**config.mk**
```make
export PLATFORM = sky130hd
export DESIGN_NAME = rmd_decoder
export DESIGN_NICKNAME = d
export VERILOG_FILES = /design/src/rmd_pkg.sv /design/src/rmd_decoder.sv
export VERILOG_INCLUDE_DIRS = /design/src
export SDC_FILE = /design/constraint.sdc
export NUM_CORES = 1
export LEC_CHECK = 0
export CAP_MARGIN = 30
export CORE_ASPECT_RATIO = 1.25
export CORE_MARGIN = 3
export CORE_UTILIZATION = 35
export CTS_BUF_LIST = sky130_fd_sc_hd__clkbuf_4 sky130_fd_sc_hd__clkbuf_8
export DETAILED_ROUTE_END_ITERATION = 16
export DONT_BUFFER_PORTS = 1
export HOLD_SLACK_MARGIN = 0.15
export PLACE_DENSITY_LB_ADDON = 0.1
export SLEW_MARGIN = 10
export SYNTH_ARGS = -nofsm -noshare
export SYNTH_HDL_FRONTEND = slang
export SYNTH_SLANG_ARGS = --single-unit
```
**constraint.sdc**
```tcl
create_clock -name clk -period 1.13 [get_ports clk]
set_input_delay 0.1695 -clock clk [delete_from_list [all_inputs] [get_ports clk]]
set_output_delay 0.1695 -clock clk [all_outputs]
set_load 0.005 [all_outputs]
```
**src/rmd_regs.svh**
```systemverilog
`ifndef RMD_REGS_SVH
`define RMD_REGS_SVH

// Register word indices; byte address is four times the index.
`define RMD_SEL_IDX    8'h6F
`define RMD_STAT_IDX   8'h70

// Mirror selection register layout and reset value.
`define RMD_SEL_EN_BIT 0
`define RMD_SEL_RST    8'h01

// Address map of the 24-bit space.
`define RMD_LOCAL_BANK 8'h00
`define RMD_ROM_BANK   8'hFF
`define RMD_MIR_LO     16'h4000

`endif

```
**src/rmd_pkg.sv**
```systemverilog
`default_nettype none
package rmd_pkg;

	typedef enum logic [1:0] {
		RMD_TGT_LOCAL = 2'b00,
		RMD_TGT_ROM   = 2'b01,
		RMD_TGT_EXT   = 2'b10
	} rmd_tgt_t;

	typedef enum logic [0:0] {
		RMD_BUS_IDLE = 1'b0,
		RMD_BUS_ACK  = 1'b1
	} rmd_bus_t;

	typedef struct packed {
		rmd_tgt_t    tgt;
		logic        mirrored;
		logic [23:0] addr;
	} rmd_dec_t;

endpackage
`default_nettype wire

```
**src/rmd_decoder.sv**
```systemverilog
`include "rmd_regs.svh"
`timescale 1ns/1ps
`default_nettype none

module rmd_decoder (
	input  wire logic                clk,
	input  wire logic                resetn,
	input  wire logic                rom_in_use,
	input  wire logic                cpu_req,
	input  wire logic                cpu_wr,
	input  wire logic [23:0]         cpu_addr,
	output var  logic                mem_req,
	output var  logic                mem_wr,
	output var  rmd_pkg::rmd_dec_t   mem_dec,
	input  wire logic [7:0]          avs_address,
	input  wire logic                avs_read,
	input  wire logic                avs_write,
	input  wire logic [31:0]         avs_writedata,
	input  wire logic [3:0]          avs_byteenable,
	output var  logic [31:0]         avs_readdata,
	output logic                     avs_waitrequest
);
	import rmd_pkg::*;

	////////////////////////////////////////////////////////////////////////////
	// State.

	logic              mem_req_r;
	logic              mem_req_nxt;
	logic              mem_wr_r;
	logic              mem_wr_nxt;
	rmd_dec_t          dec_r;
	rmd_dec_t          dec_nxt;
	logic [7:0]        sel_r;
	logic [7:0]        sel_nxt;
	rmd_bus_t          bus_r;
	rmd_bus_t          bus_nxt;
	logic [31:0]       rdata_r;
	logic [31:0]       rdata_nxt;
	logic              mirror_on;
	logic              in_mirror;

	assign mirror_on = rom_in_use & sel_r[`RMD_SEL_EN_BIT];
	assign in_mirror = (cpu_addr[23:16] == `RMD_LOCAL_BANK) &&
	                   (cpu_addr[15:0] >= `RMD_MIR_LO);

	////////////////////////////////////////////////////////////////////////////
	// Address decode, one registered result per CPU request.

	always_comb begin
		mem_req_nxt = cpu_req;
		mem_wr_nxt  = cpu_req & cpu_wr;
		dec_nxt     = dec_r;
		if (cpu_req) begin
			dec_nxt.addr     = cpu_addr;
			dec_nxt.mirrored = 1'b0;
			if (cpu_addr[23:16] == `RMD_ROM_BANK) begin
				dec_nxt.tgt = RMD_TGT_ROM;
			end else if (cpu_addr[23:16] == `RMD_LOCAL_BANK) begin
				if (in_mirror && mirror_on && !cpu_wr) begin
					dec_nxt.tgt        = RMD_TGT_ROM;
					dec_nxt.mirrored   = 1'b1;
					dec_nxt.addr       = {`RMD_ROM_BANK, cpu_addr[15:0]};
				end else begin
					dec_nxt.tgt = RMD_TGT_LOCAL;
				end
			end else begin
				dec_nxt.tgt = RMD_TGT_EXT;
			end
		end
	end

	always_ff @(posedge clk) begin
		if (!resetn) begin
			mem_req_r <= 1'b0;
			mem_wr_r  <= 1'b0;
			dec_r     <= '{tgt: RMD_TGT_LOCAL, mirrored: 1'b0, addr: 24'h000000};
		end else begin
			mem_req_r <= mem_req_nxt;
			mem_wr_r  <= mem_wr_nxt;
			dec_r     <= dec_nxt;
		end
	end

	assign mem_req = mem_req_r;
	assign mem_wr  = mem_wr_r;
	assign mem_dec = dec_r;

	////////////////////////////////////////////////////////////////////////////
	// Avalon-MM slave: request taken in idle, answered one cycle later.

	always_comb begin
		bus_nxt   = bus_r;
		sel_nxt   = sel_r;
		rdata_nxt = rdata_r;
		case (bus_r)
			RMD_BUS_IDLE: begin
				if (avs_read || avs_write) begin
					bus_nxt   = RMD_BUS_ACK;
					rdata_nxt = 32'h00000000;
					if (avs_read && avs_address == `RMD_STAT_IDX) begin
						rdata_nxt = {27'h0000000, dec_r.mirrored, dec_r.tgt,
						             sel_r[`RMD_SEL_EN_BIT], mirror_on};
					end
				end
			end
			RMD_BUS_ACK: begin
				bus_nxt = RMD_BUS_IDLE;
				if (avs_write && avs_byteenable[0] &&
				    avs_address == `RMD_SEL_IDX) begin
					sel_nxt = avs_writedata[7:0];
				end
			end
			default: begin
				bus_nxt = RMD_BUS_IDLE;
			end
		endcase
	end

	always_ff @(posedge clk) begin
		if (!resetn) begin
			bus_r   <= RMD_BUS_IDLE;
			sel_r   <= `RMD_SEL_RST;
			rdata_r <= 32'h00000000;
		end else begin
			bus_r   <= bus_nxt;
			sel_r   <= sel_nxt;
			rdata_r <= rdata_nxt;
		end
	end

	// The selection register is not read back at its own index, which reads zero; status bit 1 shows its enable bit.
	assign avs_readdata    = rdata_r;
	assign avs_waitrequest = (avs_read | avs_write) & (bus_r != RMD_BUS_ACK);
endmodule
`default_nettype wire

```
* Yosys cells after proc, flatten, opt, wreduce, memory -nomap -nowiden *
Cells that the tools add are included.

word-level totals
  register bits = 63
  input port bits = 75
  output and inout bits = 62
  logic and storage cells = 37

cells by class
  $lt $le $gt $ge = 1
  equality and inequality tests = 3
  muxes and demuxes = 9
  bitwise gates (word level) = 5
  reductions and logical operators = 11

operator list
  kind                  number
  $mux 25               3
  $eq 8x7->1 const B    2
  $ge 16x15->1 const B  1
  $eq 8x8->1 const B    1
  $logic_not 8->1       1
  $logic_and 1x1->1     6
  $mux 5                1
  $mux 2                2
  $reduce_and 2->1      2
  $and 1x1->1           3
  $mux 1                2
  $pmux 1 s2            1
  $logic_not 1->1       1
  $logic_or 1x1->1      1
  $not 1->1             1
  $or 1x1->1            1

* Logic depth before layout (Yosys ltp) *
  word-level depth = 7
  depth in mapped cells = 4
  depth with buffers taken out = 4

* Worst setup path before layout *
No wires, ideal clock.

  kind = register to register
  start point = register bus_r
  end point = register rdata_r[1] (netlist: avs_readdata[1])
  library setup time = 0.070 ns
  data arrival time = 0.864 ns
  path slack = 0.196 ns
  cell stages (with the launch flop) = 5
  buffers on the path = 0
  path through = dfxtp_1 > o21bai_2 > inv_2 > nand4_1 > o21ai_1

on the way
  longest elaborated chain between the ends = 2

RTL lines
  item                        RTL line            RTL
  start: declaration          rmd_decoder.sv:36   rmd_bus_t bus_r;
  start signal: assignment    rmd_decoder.sv:126  bus_r <= bus_nxt;
  $not 1->1 (no line)         -
  $reduce_and 2->1 (no line)  -
  end signal: assignment      rmd_decoder.sv:128  rdata_r <= rdata_nxt;
  end: declaration            rmd_decoder.sv:38   logic [31:0] rdata_r;

Every way passes these cells.
A chain may end at the register's enable or synchronous reset.

* Worst setup path in the final report *
  start point = register bus_r
  end point = output avs_waitrequest

on the way
  longest elaborated chain between the ends = 2

RTL lines
  item                 RTL line            RTL
  $not 1->1 (no line)  -
  $and 1x1->1          rmd_decoder.sv:134  assign avs_waitrequest = (avs_read | avs_write) & (bus_r != RMD_BUS_ACK);
  end: declaration     rmd_decoder.sv:21   output logic avs_waitrequest

Every way passes these cells.

==> flow_metrics.tcl <==
set metrics [dict create \
    outcome "finished with violations" \
    violations "negative hold slack" \
    period_minus_slack_ps 1040 \
    drv_cap 0 \
    core_um2 4490 \
    synth_cell_type_count 29 \
    fmax_mhz 964 \
    synth-xor-area-share 0 \
    placementRows 27 \
    drc 0 \
    dp_hpwl_mm 2.74 \
    yosysTopAreaCell "dfxtp_1" \
    synth_edf_count 0 \
    synth-async-reset-ratio 0 \
    pre_cts_ws_ps 77.8 \
    nets 270 \
    finalHoldViolCount 9 \
    ctsLongestPathBuffers 2 \
    grt_max_degree 39 \
    hold_ws_ps -9.15 \
    start_util 0.372 \
    grt_pass1_wl_mm 5.58 \
    area_growth_pct 15.4 \
    design_area_um2 1930 \
    cts.sink_count 36 \
    drt_wl_total_mm 3.86 \
    path_max_fanout 4 \
    grt_pass1_vias 1120 \
    netlist_area_um2 1670 \
    overflow 0 \
    cts_setup_buffers 0 \
    powerDensity_nw_per_um2 1280 \
    ys_warn_count 0 \
    postLayoutSetupSlackWorst_ps 92.9 \
    synthTopCellsByArea "dfxtp_1 (43%), buf_4 (13%), mux2i_1 (9.6%)" \
    synth-seq-area-share 0.431 \
    synth_top_family_by_area "simple AND/OR/NAND/NOR gates" \
    final_max_slew_viol_count 0 \
    synthFlopType "dfxtp_1" \
    rsz0062_at_grt "no" \
    multi_input_comb_area_um2 772 \
    die_h_um 83.3 \
    vias 1224 \
    io_buffers 0 \
    numCtsBuffers 5 \
    vdd_drop_max_v 0.000619 \
    tns_ps 0 \
    avgSynthCellArea_um2 9.66 \
    cp-end-kind "output port" \
    cp-start-kind "flop" \
    p_leak_nw 0.835 \
    drive_above_1_share 0.0821 \
    die_area_um2 5650 \
    clockRootBuffer "clkbuf_8" \
    drtIter0Drc 29 \
    fin_worst_skew_ps 5.19 \
    die_x_um 67.8 \
    setup_viol_count_final 0 \
    fillers 460 \
    ios 137 \
    placed_cell_area_um2 1620 \
    crit_type "flop to output port" \
    synth_compound_area_frac 0.106 \
    diodes 0 \
    grt.total_usage 0.128 \
    ant_nets 0 \
    critical_path_arrival_ps 870 \
    routabilityCongestion 0.731 \
    cts_resized 0 \
    finalCritPeriodShare 0.918 \
    grt_antenna_before_repair 0 \
    htree_levels 2 \
    drtPass1Iterations 4 \
    holdBufCountCts 4 \
    synth_fa_ha_area_frac 0 \
    hold_class "input port to flop" \
    synth-simple-area-share 0.200 \
    yosys.area.top_type_share 0.431 \
    cts_tree "done" \
    post_drt_wl_per_cell_um 15.3 \
    clock_latency_ps 280 \
    synth_seq_cells 36 \
    synth_mux_area_frac 0.0958 \
    vias_per_cell 4.84 \
    netlist_instances 173 \
    regArea_um2 721 \
    required_ps 960 \
    clk_pin_slew_worst_paths_ps 70 \
]
synthesized netlist by cell type (all sizes together) (3+ instances only):
cell type / count
mux2i: 16
a31oi: 10
clkbuf: 5
buf: 30
dfxtp: 36
nand3: 8
nand4: 5
nor4: 3
o21ai: 15
inv: 10
nor2b: 17
sequential cells by signal, summed over array words and instances (netlist names):
register	flops
avs_readdata	5
bus_r	1
mem_dec	27
mem_req	1
mem_wr	1
sel_r	1
critical path, stage by stage (launching register included):
cell	delay [ps]
dfxtp_1	310
o21bai_2	190
inv_2	90
area by class of cell:
class | instances | area share
Tap cell | 58 | 0.0376
Sequential cell | 36 | 0.374
Clock inverter | 1 | 0.00259
Clock buffer | 6 | 0.0396
Multi-Input combinational cell | 118 | 0.400
Inverter | 10 | 0.0195
Timing Repair Buffer | 24 | 0.127
through the flow:
| stage | cells | utilization | hold WS [ps] | total power [mW] |
|---|---|---|---|---|
| floorplan | 199 | - | 316 | 1.64 |
| global placement | 224 | 0.360 | 277 | 1.57 |
| detailed placement | 224 | 0.360 | 281 | 1.58 |
| CTS | 235 | 0.387 | -25.0 | 2.45 |
| global route | 253 | 0.429 | -26.3 | 2.61 |
| finish | 253 | 0.429 | -9.15 | 2.47 |
per-layer routing:
layer / track usage / share of wire / vias up
met5: 0 / 0 / -
met4: 0.0542 / 0.016 / 0
met1: 0.134 / 0.36 / 567
li1: - / - / 588
met2: 0.217 / 0.52 / 63
met3: 0.0568 / 0.11 / 6
path summary, 6_finish.rpt:
| check | from | end | slack [ps] | depth (start not counted) |
|---|---|---|---|---|
| worst max-delay path | bus_r | avs_waitrequest | 90 | 2 |
| worst min-delay path | cpu_req | mem_dec[20] | -9 | 1 |
| worst max register to register | sel_r[0] | mem_dec[22] | 120 | 3 |
| worst min register to register | avs_readdata[1] | avs_readdata[1] | 480 | 2 |
power by group:
group	total (mW)	switching, mW	leakage, nW	internal (mW)
registers	1.38	0.0493	0.297	1.33
clock network	0.841	0.399	0.0445	0.442
logic	0.248	0.108	0.494	0.140
cell usage in the layout (no fill, tap or decap), types with 2 or more instances in the layout:
cell,count
dfxtp_1,36
conb_1,27
dlygate4sd3_1,21
nor2b_1,17
mux2i_1,16
o21ai_0,10
a31oi_1,10
inv_1,9
nand3_1,8
nand4_1,5
o21ai_1,5
clkbuf_8,5
nand2_1,2
and4_1,2
nor4_4,2
and2_1,2
nand3b_1,2
buf_4,2
cell families (layout without fill, tap and decap cells):
family / count (synthesis) / in the layout
muxes: 16 / 16
other: 1 / 27
DFF: 36 / 36
and+or+nand+nor: 46 / 46
AOI/OAI and AO/OA: 29 / 29
buffers and inverters: 45 / 41
Note: power is estimated with default switching activity, not from simulation.
